--- src/core/ptrng_defines.vh ---
`ifndef PTRNG_DEFINES_VH
`define PTRNG_DEFINES_VH

// ==========================================================
// word and test geometry
`define PTRNG_WORD_BITS      16
`define PTRNG_FIFO_DEPTH     8
// total failure: longest run of equal raw bits tolerated
`define PTRNG_RUN_LIMIT      64
// online test window in raw bits and accepted count of ones
`define PTRNG_WIN_BITS       1024
`define PTRNG_ONES_LO        432
`define PTRNG_ONES_HI        592
// start-up: number of passing windows before output opens
`define PTRNG_STARTUP_WINS   2

`endif

--- src/core/ptrng_core.v ---
`timescale 1ns/1ns
`include "ptrng_defines.vh"
module ptrng_core #(
  parameter ENHANCED    = 1,
  parameter WORD_BITS   = `PTRNG_WORD_BITS,
  parameter FIFO_DEPTH  = `PTRNG_FIFO_DEPTH,
  parameter RUN_LIMIT   = `PTRNG_RUN_LIMIT,
  parameter WIN_BITS    = `PTRNG_WIN_BITS,
  parameter ONES_LO     = `PTRNG_ONES_LO,
  parameter ONES_HI     = `PTRNG_ONES_HI,
  parameter STARTUP_WIN = `PTRNG_STARTUP_WINS
) (
  input  wire                 clock,
  input  wire                 resetn,
  input  wire                 start,
  input  wire                 sw_shutdown,
  input  wire                 raw_bit,
  input  wire                 attack_alarm,
  output reg  [WORD_BITS-1:0] rnd_data,
  output reg                  rnd_valid,
  input  wire                 rnd_ready,
  output reg                  running,
  output reg                  fail_sticky,
  output reg                  startup_done
);
  localparam ST_IDLE = 4'b0001;
  localparam ST_TEST = 4'b0010;
  localparam ST_RUN  = 4'b0100;
  localparam ST_FAIL = 4'b1000;

  // ========================================================
  // raw bit and alarm synchronisers (three stages)
  // a level must stand two cycles to count; one-cycle glitches are lost
  reg [2:0] raw_sync;
  reg [2:0] alm_sync;
  reg       raw_q;
  reg       alm_q;
  always @(posedge clock or negedge resetn) begin
    if (!resetn) begin
      raw_sync <= 3'h0;
      alm_sync <= 3'h0;
      raw_q    <= 1'b0;
      alm_q    <= 1'b0;
    end else begin
      raw_sync <= {raw_sync[1:0], raw_bit};
      alm_sync <= {alm_sync[1:0], attack_alarm};
      if (raw_sync[1] == raw_sync[2]) begin
        raw_q <= raw_sync[2];
      end
      if (alm_sync[1] == alm_sync[2]) begin
        alm_q <= alm_sync[2];
      end
    end
  end

  // ========================================================
  // state and health tests
  reg [3:0]  state;
  reg [3:0]  next_state;
  reg [7:0]  run_len;
  reg        last_bit;
  reg [10:0] win_cnt;
  reg [10:0] ones_cnt;
  reg [3:0]  pass_wins;
  reg [3:0]  bit_cnt;
  reg [WORD_BITS-1:0] shift;
  reg        word_strobe;
  reg        ctrl_fault;
  wire       active;
  wire       total_fail;
  wire       win_end;
  wire       win_bad;
  wire       fault;
  wire       fifo_in_ready;
  wire [WORD_BITS-1:0] fifo_data;
  wire       fifo_valid;

  assign active     = (state == ST_TEST) || (state == ST_RUN);
  assign total_fail = active && (run_len >= RUN_LIMIT[7:0] - 8'h01)
                      && (raw_q == last_bit);
  assign win_end    = active && (win_cnt == WIN_BITS[10:0] - 11'h001);
  assign win_bad    = win_end && ((ones_cnt + {10'h000, raw_q}
                      < ONES_LO[10:0]) || (ones_cnt + {10'h000, raw_q}
                      > ONES_HI[10:0]));
  // control fault: state left one-hot, an enhanced variant check
  assign fault      = total_fail || win_bad || sw_shutdown
                      || ((ENHANCED != 0) && (alm_q || ctrl_fault));

  // an illegal state code can only come from an upset, so it fails hard
  always @* begin
    ctrl_fault = (state != ST_IDLE) && (state != ST_TEST)
                 && (state != ST_RUN) && (state != ST_FAIL);
  end

  always @* begin
    next_state = state;
    case (state)
      ST_IDLE: if (start) next_state = ST_TEST;
      ST_TEST: begin
        // a start-up failure latches the flag just like a later one
        if (fault) begin
          next_state = ST_FAIL;
        end else if (win_end && pass_wins == STARTUP_WIN[3:0] - 4'h1) begin
          next_state = ST_RUN;
        end
      end
      ST_RUN:  if (fault) next_state = ST_FAIL;
      ST_FAIL: if (start) next_state = ST_TEST;
      default: next_state = ST_FAIL;
    endcase
  end

  always @(posedge clock or negedge resetn) begin
    if (!resetn) begin
      state     <= ST_IDLE;
      run_len   <= 8'h00;
      last_bit  <= 1'b0;
      win_cnt   <= 11'h000;
      ones_cnt  <= 11'h000;
      pass_wins <= 4'h0;
    end else begin
      state    <= next_state;
      last_bit <= raw_q;
      // every state change restarts the tests on fresh bits
      if (!active || next_state != state) begin
        run_len   <= 8'h00;
        win_cnt   <= 11'h000;
        ones_cnt  <= 11'h000;
        if (next_state != ST_RUN) begin
          pass_wins <= 4'h0;
        end
      end else begin
        run_len <= (raw_q == last_bit) ? run_len + 8'h01 : 8'h00;
        if (win_end) begin
          win_cnt   <= 11'h000;
          ones_cnt  <= 11'h000;
          pass_wins <= pass_wins + 4'h1;
        end else begin
          win_cnt  <= win_cnt + 11'h001;
          ones_cnt <= ones_cnt + {10'h000, raw_q};
        end
      end
    end
  end

  // ========================================================
  // packing raw bits into words; stalls while fifo is full
  // samples taken during a stall are lost; a word is 16 adjacent ones
  always @(posedge clock or negedge resetn) begin
    if (!resetn) begin
      bit_cnt     <= 4'h0;
      shift       <= {WORD_BITS{1'b0}};
      word_strobe <= 1'b0;
    end else if (!active || fault) begin
      bit_cnt     <= 4'h0;
      word_strobe <= 1'b0;
    end else if (word_strobe && !fifo_in_ready) begin
      word_strobe <= 1'b1;
    end else begin
      shift       <= {shift[WORD_BITS-2:0], raw_q};
      bit_cnt     <= bit_cnt + 4'h1;
      word_strobe <= (bit_cnt == WORD_BITS[3:0] - 4'h1);
    end
  end

  // ========================================================
  // word buffer, flushed on any failure
  // also flushed outside run state so start-up words never leak out
  ptrng_fifo #(
    .WIDTH (WORD_BITS),
    .DEPTH (FIFO_DEPTH),
    .AW    (3)
  ) ptrng_fifo_i (
    .clock     (clock),
    .resetn    (resetn),
    .flush     (state != ST_RUN || fault),
    .in_data   (shift),
    .in_valid  (word_strobe && state == ST_RUN),
    .in_ready  (fifo_in_ready),
    .out_data  (fifo_data),
    .out_valid (fifo_valid),
    .out_ready (rnd_ready || !rnd_valid)
  );

  always @(posedge clock or negedge resetn) begin
    if (!resetn) begin
      rnd_data     <= {WORD_BITS{1'b0}};
      rnd_valid    <= 1'b0;
      running      <= 1'b0;
      fail_sticky  <= 1'b0;
      startup_done <= 1'b0;
    end else begin
      running      <= (next_state == ST_RUN);
      startup_done <= (next_state == ST_RUN);
      if (next_state == ST_FAIL) begin
        fail_sticky <= 1'b1;
      end else if (state == ST_FAIL && start) begin
        fail_sticky <= 1'b0;
      end
      if (next_state != ST_RUN || fault) begin
        rnd_valid <= 1'b0;
        // no stale word stays on the pins once output closes
        rnd_data  <= {WORD_BITS{1'b0}};
      end else if (rnd_ready || !rnd_valid) begin
        rnd_valid <= fifo_valid;
        rnd_data  <= fifo_data;
      end
    end
  end
endmodule // ptrng_core

--- src/core/ptrng_fifo.v ---
`timescale 1ns/1ns
// ==========================================================
// synchronous fifo, registered read data
module ptrng_fifo #(
  parameter WIDTH = 16,
  parameter DEPTH = 8,
  parameter AW    = 3
) (
  input  wire             clock,
  input  wire             resetn,
  input  wire             flush,
  input  wire [WIDTH-1:0] in_data,
  input  wire             in_valid,
  output wire             in_ready,
  output reg  [WIDTH-1:0] out_data,
  output reg              out_valid,
  input  wire             out_ready
);
  reg [WIDTH-1:0] mem [0:DEPTH-1];
  reg [AW-1:0]    wr_ptr;
  reg [AW-1:0]    rd_ptr;
  reg [AW:0]      count;
  wire            push;
  wire            pop;
  wire            load;

  assign in_ready = (count != DEPTH[AW:0]);
  assign push     = in_valid && in_ready;
  // output register reloads when empty or being taken
  assign load     = (count != {(AW+1){1'b0}}) && (!out_valid || out_ready);
  assign pop      = load;

  always @(posedge clock) begin
    if (push) begin
      mem[wr_ptr] <= in_data;
    end
  end

  always @(posedge clock or negedge resetn) begin
    if (!resetn) begin
      wr_ptr    <= {AW{1'b0}};
      rd_ptr    <= {AW{1'b0}};
      count     <= {(AW+1){1'b0}};
      out_data  <= {WIDTH{1'b0}};
      out_valid <= 1'b0;
    end else if (flush) begin
      wr_ptr    <= {AW{1'b0}};
      rd_ptr    <= {AW{1'b0}};
      count     <= {(AW+1){1'b0}};
      out_data  <= {WIDTH{1'b0}};
      out_valid <= 1'b0;
    end else begin
      if (push) begin
        wr_ptr <= wr_ptr + 1'b1;
      end
      if (pop) begin
        rd_ptr   <= rd_ptr + 1'b1;
        out_data <= mem[rd_ptr];
      end
      if (pop) begin
        out_valid <= 1'b1;
      end else if (out_ready) begin
        out_valid <= 1'b0;
      end
      if (push && !pop) begin
        count <= count + 1'b1;
      end else if (pop && !push) begin
        count <= count - 1'b1;
      end
    end
  end
endmodule // ptrng_fifo

--- config.mk ---
export PLATFORM = sky130hd
export DESIGN_NAME = ptrng_core
export DESIGN_NICKNAME = d
export VERILOG_FILES = /design/src/core/ptrng_core.v /design/src/core/ptrng_fifo.v
export VERILOG_INCLUDE_DIRS = /design/src /design/src/core
export SDC_FILE = /design/constraint.sdc
export NUM_CORES = 1
export LEC_CHECK = 0
export ABC_AREA = 0
export BUFFER_PORTS_ARGS = -buffer_cell sky130_fd_sc_hd__buf_2
export CORE_MARGIN = 2
export CORE_UTILIZATION = 25
export DETAILED_ROUTE_END_ITERATION = 12
export PLACE_DENSITY_LB_ADDON = 0.25
export SYNTH_ARGS = -nofsm -noshare
export SYNTH_HDL_FRONTEND = slang
export SYNTH_SLANG_ARGS = --single-unit
--- constraint.sdc ---
create_clock -name clock -period 8.29 [get_ports clock]
set_input_delay 2.0725 -clock clock [delete_from_list [all_inputs] [get_ports clock]]
set_output_delay 2.0725 -clock clock [all_outputs]
set_load 0.01 [all_outputs]
==> results by group, run 1 <==
Clocking
  – Num Clock Sinks: 242
  – Postcts setup bufs: 0
  – Clk_lat worst skew: about 0.55 ns
  – Clk buf depth: 3
  – CTS tree: built
  – # resized after CTS: 0
  – Clk slew on worst S/H paths: ~0.060 ns
  – Root buf cell: clkbuf_16
  – Hold_buf cts: 0
  – Total CTS buffers: 27
  – H-tree levels: 1

Yosys
  – Yosys warnings: 0
  – Synth Flop Type: edfxtp_1
  – Mux contribution to synthesized area: 0.112
  – Area leader, netlist: edfxtp_1
  – Synth top area cells: edfxtp_1 (38%), dfrtp_1 (28%), mux4_2 (7.2%)
  – Post-synthesis compound-gate area fraction: 0.0568
  – Post-synth EDFFs: 128
  – Synthesized area per cell: 14.8 um2
  – Xor/xnor share of the synthesized area: 0.0296
  – Cell variety after synth: 64
  – Post-synth ARST share: 0.471
  – Register bit total from synthesis: 242
  – Largest family of logic cells by synthesized area: multiplexers
  – Simple-Gate Fraction of Synth Area: 0.0977
  – Register area share after synthesis: 0.666
  – Synthesized area: 10100 um2
  – Synth Area in Adders: 0.0202
  – Post-Synthesis Cells: 677
  – Yosys top cell area share: 0.382

STA
  – Peak Freq: 259 MHz
  – Layout Skew: 0.00709 ns
  – Fin crit share: 0.466
  – Max Slew Vio Count: 0
  – Max-slew headroom: 0.378
  – # setup viols final: 0
  – Final WS setup: 4.42 ns
  – Final Hold Viols: 0
  – Worst Max-Slew Pin Slew: between 0.9 and 1 ns
  – Min Tclk post-route: 3.87 ns
  – RSZ-0062 raised after global routing: no
  – TNS Setup: 0 ns

Die
  – Num rows: 73
  – Die width: roughly 200 um
  – Die area: 41800 um2
  – IO Pins: 27
  – Chip Height: 205 um
  – Core Region: a little under 40000 um2
  – Initial Utilization: 0.253

Placement
  – DP Worst Slack: 3.86 ns
  – Placed Cells: roughly 1200
  – Port-buffer cells: 26
  – Final estimated routing congestion in global placement: about 0.7
  – Hpwl dp: 12300 um

Pwr
  – Worst vdd ir: 0.130 mV
  – PD cells: 223 nW/um2
  – Pleak: about 0.0043 uW

Cells and area
  – Final #Nets: 739
  – Layout cell share with drive strength beyond 1: 0.219
  – Area occupied by multi-input gates: 3220 um2
  – Filler Cell Count: 3976
  – Antenna diode count: 0
  – Cell Count, Final, Fillers Out: 1264
  – P&R area growth vs syn: 17.8%
  – Sequential cell area: 6700 um2

Global route
  – Total GRT Usage: 0.101
  – Vias in the first global route: 5657
  – Largest net degree at the start of global routing: 60
  – Global route overflow: 0
  – First-pass GRT wire length: 32800 um
  – Initial antenna violation count: 0

Detailed routing
  – Detailed Routing Iterations Pass 1: 4
  – Via density: ~4.3
  – Drt total wl: ~21000 um
  – ANT nets after route: 0
  – Avg WL per Cell: 16.3 um
  – Vias: 5430
  – DR iter-0 viols: 255
  – # DRC: 0

Worst hold path
  – Worst min path class: flop to flop

Setup path
  – CP max stage cell: buf_4
  – CP Launch Type: input pin
  – Crit Path Max Fanout: 36
  – Critical path endpoint category: flop
  – Worst path required time: 8.70 ns
  – Critical Path Max Stage Delay: roughly 0.34 ns
  – Worst endpoint data arrival time: 4.28 ns
  – Critical path cell sequence: buf_2 -> nor2b_1 -> buf_4 -> a21oi_2 -> buf_4 -> inv_1 -> ha_1 -> inv_1 -> ha_1 -> a21o_1 -> a21oi_1 -> xnor2_1 -> nor2_1 -> xnor2_1 -> nor2_1
  – Critical path class: input pin to flop

Run status
  – Status: finished clean

Job
  – Max-cap violations: 0
cell usage after synthesis (all sizes together) (2+ instances only):
cell type,n
o31a,2
clkbuf,15
and3,8
o211ai,4
maj3,2
and4,2
mux4,32
buf,15
a31oi,4
dfrtp,113
a21oi,28
inv,8
nor4,3
nor3,12
nor3b,7
or2,2
xnor2,16
o21ai,4
nand4,6
nor2,63
a2111oi,3
mux2,17
or3,3
a21o,3
mux2i,20
nor2b,5
ha,13
nand2,64
nand2b,4
nand3,19
edfxtp,128
nand3b,2
a211oi,16
xor2,18
critical path, delay by kind of cell:
kind                       cells  cell delay [ns]
and+or+nand+nor                3             0.15
xor gates and xnor gates       2             0.26
AOI/OAI and AO/OA              3             0.49
buffers and inverters          5             0.82
adders and majority gates      2             0.45
registers in the layout (all words and copies together) (netlist names), 3 cells and up:
name,cells
raw_sync,3
ptrng_fifo_i.rd_ptr,3
ones_cnt,11
win_cnt,11
alm_sync,3
pass_wins,4
ptrng_fifo_i.wr_ptr,3
run_len,8
ptrng_fifo_i.mem,128
shift,16
bit_cnt,4
ptrng_fifo_i.out_data,16
rnd_data,16
state,4
ptrng_fifo_i.count,4
final timing paths:
kind / from / end / slack [ns] / cells past startpoint
max: rnd_ready / ptrng_fifo_i.count[3] / 4.42 / 15
min: raw_sync[0] / raw_sync[1] / 0.35 / 0
max reg2reg: raw_q / ptrng_fifo_i.out_data[3] / 4.70 / 8
min reg2reg: raw_sync[0] / raw_sync[1] / 0.35 / 0
max in group asynchronous: resetn / shift[10] / 5.44 / 2
min in group asynchronous: resetn / run_len[2] / 1.58 / 1
area by class of cell:
| class | count | share of cell area |
|---|---|---|
| clock buffer | 29 | 0.0594 |
| sequential | 242 | 0.566 |
| timing repair buffer | 41 | 0.0207 |
| multi-input combinational | 398 | 0.272 |
| clock inverter | 21 | 0.0242 |
| inverter | 8 | 0.00254 |
| tap | 525 | 0.0555 |
cells in the final DEF, fill, tap and decap left out, types with 4 or more instances in the layout:
cell type,synthesis,routed
edfxtp_1,128,128
dfrtp_1,113,112
nand2_1,64,64
nor2_1,63,63
mux4_2,32,32
a21oi_1,28,27
clkbuf_16,0,27
buf_2,5,25
mux2i_1,20,20
xor2_1,18,18
nand3_1,17,17
xnor2_1,16,16
a211oi_1,16,16
buf_4,3,16
mux2_2,14,14
ha_1,13,13
nor3_1,12,10
inv_1,8,8
and3_1,8,8
clkinv_2,0,6
bufinv_16,0,6
nor2b_1,5,5
nand4_1,5,5
nor3b_2,1,5
clkinvlp_4,0,5
o21ai_0,4,4
a31oi_1,4,4
nand2b_1,4,4
kinds of logic (layout without fill, tap and decap cells):
kind of cell,count (synthesis),count (layout)
muxes,69,69
and+or+nand+nor,201,201
AOI/OAI and AO/OA,76,76
xor gates and xnor gates,34,34
other,1,2
adders and majority gates,16,16
DFF,242,242
buffers and inverters,38,99
power by group:
group / internal [uW] / switching [uW]
clock: 806 / 512
sequential: 1270 / 11.8
combinational: 10.5 / 24.0
layer usage:
| layer | part of all wire | track usage | wire [um] |
|---|---|---|---|
| met1 | 0.50 | 0.144 | 10300 |
| met2 | 0.44 | 0.156 | 9190 |
| met3 | 0.037 | 0.0196 | 757 |
| met4 | 0.020 | 0.0274 | 405 |
| met5 | 0 | 0 | 0 |
per-stage QoR:
step | utilization | cell area [um2] | total power, uW | hold slack (ns)
6_report | 0.298 | 11800 | 2640 | 0.354
5_1_grt | 0.298 | 11800 | 2730 | 0.362
4_1_cts | 0.298 | 11800 | 2670 | 0.357
3_5_place_dp | 0.273 | 10800 | 1340 | 0.350
3_3_place_gp | 0.273 | 10800 | 1340 | 0.344
2_1_floorplan | - | 10100 | 1320 | 0.331
(Power assumes the default switching activity.)
==> run 2: changes to the inputs <==
==> constraint.sdc (replaced) <==
create_clock -name clock -period 3.5 [get_ports clock]
set_input_delay 0.875 -clock clock [delete_from_list [all_inputs] [get_ports clock]]
set_output_delay 0.875 -clock clock [all_outputs]
set_load 0.01 [all_outputs]
==> run 2 against run 1 <==
  * First-iteration DRC count up 6.7%
  * Core utilization up 0.11 points
  * Via count up 3.2%
  * Final cell count up 0.55%
  * Critical path depth down 7
  * Sequential share of layout area down 0.21 points
  * Die area unchanged
  * Clock skew up 0.0070 ns
  * Sequential power up 140%
  * Critical path type is now flop to flop
  * Highest routed layer unchanged
==> results by group, run 2 (same netlist as run 1, synthesis figures left out) <==
Pwr
  – Tot Pwr: 6120 uW
  – PD cells: 515 nW/um2
  – Worst vdd ir: about 0.25 mV
  – Pleak: 0.00434 uW

Clocking
  – Clk slew on worst S/H paths: 0.06 ns
  – Num Clock Sinks: 242
  – CTS tree: built
  – Total CTS buffers: 26
  – Hold_buf cts: 0
  – Clk buf depth: 3
  – Clk_lat worst skew: 0.53 ns
  – H-tree levels: 1
  – Postcts setup bufs: 0
  – Root buf cell: clkbuf_16
  – # resized after CTS: 0

Detailed routing
  – # DRC: 0
  – Vias: 5605
  – ANT nets after route: 0
  – Detailed Routing Iterations Pass 1: 5
  – Via density: 4.41
  – Drt total wl: 21000 um
  – DR iter-0 viols: 272
  – Avg WL per Cell: 16.5 um

Setup path
  – CP endpoint: shift[14]
  – FF-to-FF path depth: 8
  – Worst path required time: roughly 3.9 ns
  – Critical path class: flop to flop
  – Flop2flop setup slack: 0.35 ns
  – Worst r2r dst: shift[14]
  – CP max stage cell: a2111oi_0
  – Worst Setup SP: raw_q
  – Worst endpoint data arrival time: approximately 3.6 ns
  – Worst path depth: 8
  – Critical path endpoint category: flop
  – RR Startpoint: raw_q
  – Worst path bufs/invs: 0
  – Critical path cell sequence: ha_1 -> ha_1 -> or2_2 -> a2111oi_0 -> o311ai_1 -> o211ai_4 -> nand3_4 -> mux2_4
  – Critical Path Most Common Cell: ha_1
  – Crit Path Max Fanout: 16
  – Delay-heaviest family, CP: compound AO/OA/AOI/OAI gates
  – CP Launch Type: flop
  – Critical Path Max Stage Delay: 0.45 ns

Die
  – Die area: between 40000 and 50000 um2
  – Num rows: 73
  – Initial Utilization: 0.253
  – Die width: around 200 um
  – IO Pins: 27
  – Chip Height: 205 um
  – Core Region: 39700 um2

STA
  – Min Tclk post-route: 3.15 ns
  – Layout Skew: 0.0141 ns
  – TNS Setup: 0 ns
  – Worst Max-Slew Pin Slew: 0.997 ns
  – Peak Freq: approximately 320 MHz
  – Max Slew Vio Count: 0
  – RSZ-0062 raised after global routing: no
  – Final Hold Viols: 0
  – # setup viols final: 0
  – Fin crit share: 0.901
  – Max-slew headroom: 0.328

Cells and area
  – Most common cell after layout, fill and taps aside: edfxtp_1
  – Most flops, register: ptrng_fifo_i.mem
  – Filler Cell Count: around 4000
  – Most frequent cells in the layout: edfxtp_1 (128), dfrtp_1 (112), nand2_1 (64)
  – Antenna diode count: 0
  – Max reg flops: 128
  – P&R area growth vs syn: 18.2%
  – Post-Route Utilization: 0.299
  – Final #Nets: 748
  – Area occupied by multi-input gates: 3220 um2
  – Sequential cell area: about 6700 um2
  – Layout cell share with drive strength beyond 1: 0.218

Global route
  – Vias in the first global route: 5687
  – Global route overflow: 0
  – Initial antenna violation count: 0
  – Largest net degree at the start of global routing: 44
  – Total GRT Usage: 0.102
  – First-pass GRT wire length: 33300 um

Placement
  – Port-buffer cells: 26
  – Hpwl dp: 12700 um
  – Final estimated routing congestion in global placement: 0.725

Job
  – Max-cap violations: 0

Worst hold path
  – Worst min path class: input pin to async pin

Run status
  – Status: finished clean
## run 2: cell count changes in the layout (fill, tap and decap cells not counted), moves of 2 or more
cell,previous run,this run
buf_12,0,2
buf_4,16,24
clkbuf_1,0,4
clkbuf_8,2,0
clkinv_1,2,4
clkinv_2,6,4
clkinvlp_4,5,1
## run 2: layout make-up
type | instances | share of cell area
flip-flops and latches | 242 | 0.564
multi-input cells | 398 | 0.271
clock buffers | 30 | 0.0560
well taps | 525 | 0.0553
repair buffers | 51 | 0.0291
clock inverters | 17 | 0.0226
inverters | 8 | 0.00253
## run 2: worst min path at each step
stage / startpoint / to / cells past startpoint
6_report: resetn / run_len[6] / 1
3_3_place_gp: raw_sync[0] / raw_sync[1] / 0
2_1_floorplan: alm_sync[0] / alm_sync[1] / 0
5_1_grt: resetn / ptrng_fifo_i.wr_ptr[2] / 1
3_5_place_dp: alm_sync[0] / alm_sync[1] / 0
4_1_cts: resetn / ptrng_fifo_i.wr_ptr[2] / 1
## run 2: per-layer routing
layer	up-vias	global-route usage	wire, um
met2	97	0.160	9560
li1	2609	-	-
met1	2874	0.146	10300
met3	25	0.0196	794
met5	-	0	0
met4	0	0.0236	314
## run 2: where the power goes
part	switching [uW]	internal, uW
logic	60.6	29.4
registers	25.7	3010
clock network	1120	1880
## run 2: metrics by stage
stage / hold WS [ns] / area [um2] / setup slack (ns) / std cells
finish: 0.352 / 11900 / 0.348 / 1271
CTS: 0.353 / 11900 / 0.331 / 1271
global route: 0.372 / 11900 / 0.183 / 1271
floorplan: 0.331 / 10100 / 0.255 / 678
global placement: 0.344 / 10900 / 0.426 / 1224
detailed placement: 0.337 / 10900 / 0.352 / 1224
==> run 3: changes to the inputs <==
--- a/config.mk
+++ b/config.mk
@@ -12,6 +12,7 @@
 export CORE_UTILIZATION = 25
 export DETAILED_ROUTE_END_ITERATION = 12
 export PLACE_DENSITY_LB_ADDON = 0.25
+export RECOVER_POWER = 50
 export SYNTH_ARGS = -nofsm -noshare
 export SYNTH_HDL_FRONTEND = slang
 export SYNTH_SLANG_ARGS = --single-unit
==> run 3 against run 2 <==
  * The run now ends with max-capacitance violations, max-slew violations left
  * Setup slack gained 0.0065 ns
  * Combinational power shrank 2.3%
  * Global-route usage is the same
  * Non-clock buffer count is the same
  * Core utilization is essentially flat
  * Via count shrank 0.16%
  * Total power is essentially flat
  * Worst hold slack gained 0.016 ns
  * Clock-buffer cell count is the same
  * Flip-flop and latch count is the same
  * First-iteration DRC count is the same
  * Wire length is essentially flat
==> results by group, run 3 (same netlist as run 1, synthesis figures left out) <==
Run status
  – Status: finished, violations left
  – Failing checks: max-capacitance violations, max-slew violations

Setup path
  – Delay-heaviest family, CP: compound AO/OA/AOI/OAI gates
  – Worst Setup SP: raw_q
  – Critical path class: flop to flop
  – Worst path bufs/invs: 0
  – Flop2flop setup slack: 0.35 ns
  – Critical Path Max Stage Delay: 0.44 ns
  – CP Launch Type: flop
  – Crit Path Max Fanout: 16
  – CP max stage cell: a2111oi_0
  – Worst endpoint data arrival time: 3.56 ns
  – Critical Path Most Common Cell: ha_1
  – Worst path required time: 3.91 ns
  – Worst r2r dst: shift[14]
  – Critical path cell sequence: ha_1 -> ha_1 -> or2_2 -> a2111oi_0 -> o311ai_1 -> o211ai_4 -> nand3_4 -> mux2_4
  – Critical path endpoint category: flop
  – FF-to-FF path depth: 8
  – RR Startpoint: raw_q

STA
  – # setup viols final: 0
  – Min Tclk post-route: 3.15 ns
  – Max Slew Vio Count: 43
  – Peak Freq: 318 MHz
  – RSZ-0062 raised after global routing: no
  – Final WS setup: 0.355 ns
  – Layout Skew: 0.0137 ns
  – TNS Setup: 0 ns
  – Fin crit share: 0.899
  – Max-slew headroom: -0.607
  – Final Hold Viols: 0
  – Worst Max-Slew Pin Slew: 2.41 ns

Die
  – Chip Height: approximately 200 um
  – IO Pins: 27
  – Die width: 205 um
  – Initial Utilization: 0.253
  – Core Region: 39700 um2
  – Die area: 41800 um2
  – Num rows: 73

Global route
  – Initial antenna violation count: 0
  – First-pass GRT wire length: 33300 um
  – Total GRT Usage: 0.102
  – Global route overflow: 0
  – Vias in the first global route: 5687
  – Largest net degree at the start of global routing: 44

Detailed routing
  – ANT nets after route: 0
  – Vias: 5596
  – Drt total wl: 21000 um
  – Detailed Routing Iterations Pass 1: 7
  – Via density: ~4.4
  – # DRC: 0
  – DR iter-0 viols: approximately 270
  – Avg WL per Cell: 16.5 um

Cells and area
  – Layout cell share with drive strength beyond 1: 0.213
  – Antenna diode count: 0
  – Max reg flops: 128
  – Final #Nets: 748
  – Cell Count, Final, Fillers Out: between 1000 and 1500
  – Most flops, register: ptrng_fifo_i.mem
  – Most common cell after layout, fill and taps aside: edfxtp_1
  – P&R area growth vs syn: 18.1%
  – Most frequent cells in the layout: edfxtp_1 (128), dfrtp_1 (112), nand2_1 (64)

Clocking
  – H-tree levels: 1
  – Total CTS buffers: 26
  – Postcts setup bufs: 0
  – Clk slew on worst S/H paths: approximately 0.060 ns
  – Num Clock Sinks: 242
  – Clk_lat worst skew: 0.53 ns
  – Hold_buf cts: 0
  – Root buf cell: clkbuf_16
  – CTS tree: built
  – Clk buf depth: 3
  – # resized after CTS: 0

Worst hold path
  – Worst min path class: flop to flop
  – Hold Path Stages: 0
  – HP Start: raw_sync[0]
  – Worst Hold End: raw_sync[1]

Pwr
  – PD cells: 516 nW/um2
  – Worst vdd ir: ~0.25 mV
  – Tot Pwr: 6120 uW
  – Pleak: ~0.0043 uW

Job
  – Max-cap violations: 1

Placement
  – Placed Cells: between 1000 and 1500
  – Final estimated routing congestion in global placement: just over 0.7
  – Port-buffer cells: 26
  – Hpwl dp: 12700 um
  – DP Worst Slack: between 0.3 and 0.4 ns
## run 3: cell count changes in the layout (fill, tap and decap cells not counted)
cell      change
buf_4         -4
clkbuf_2      +2
dfstp_2       -1
clkbuf_1      +3
buf_2         -1
dfstp_1       +1
## run 3: area by class of cell
type / instances / area [um2]
Inverter: 8 / 30.0
Timing Repair Buffer: 51 / 332
Tap cell: 525 / 657
Fill cell: 3958 / 27900
Multi-Input combinational cell: 398 / 3220
Clock inverter: 17 / 269
Clock buffer: 30 / 666
Sequential cell: 242 / 6700
## run 3: where the power goes
group / internal (uW) / switching [uW] / leakage (uW)
registers: 3010 / 25.7 / 0.00273
logic: 27.3 / 60.6 / 0.00115
clock network: 1880 / 1110 / 0.000453
total: 4920 / 1200 / 0.00433
## run 3: metrics by stage
step,cell area (um2),hold WS [ns],utilization
after floorplan,10100,0.331,-
after global placement,10900,0.344,0.276
after detailed placement,10900,0.337,0.276
after CTS,11900,0.353,0.299
after global routing,11900,0.374,0.299
final,11900,0.368,0.299
## run 3: routing by layer
metal  up-vias  share of wire  global-route usage
met5         -              0                   0
met4         0          0.015              0.0236
met3        25          0.037              0.0196
met2        91           0.46               0.160
met1      2871           0.49               0.146
li1       2609              -                   -
## run 3: worst max path at each step
stage | endpoint | slack [ns] | cells past startpoint
after floorplan | ptrng_fifo_i.count[3] | 0.25 | 14
after global placement | shift[12] | 0.43 | 8
after detailed placement | shift[14] | 0.35 | 8
after CTS | shift[14] | 0.33 | 8
after global routing | shift[13] | 0.19 | 8
final | shift[14] | 0.35 | 8
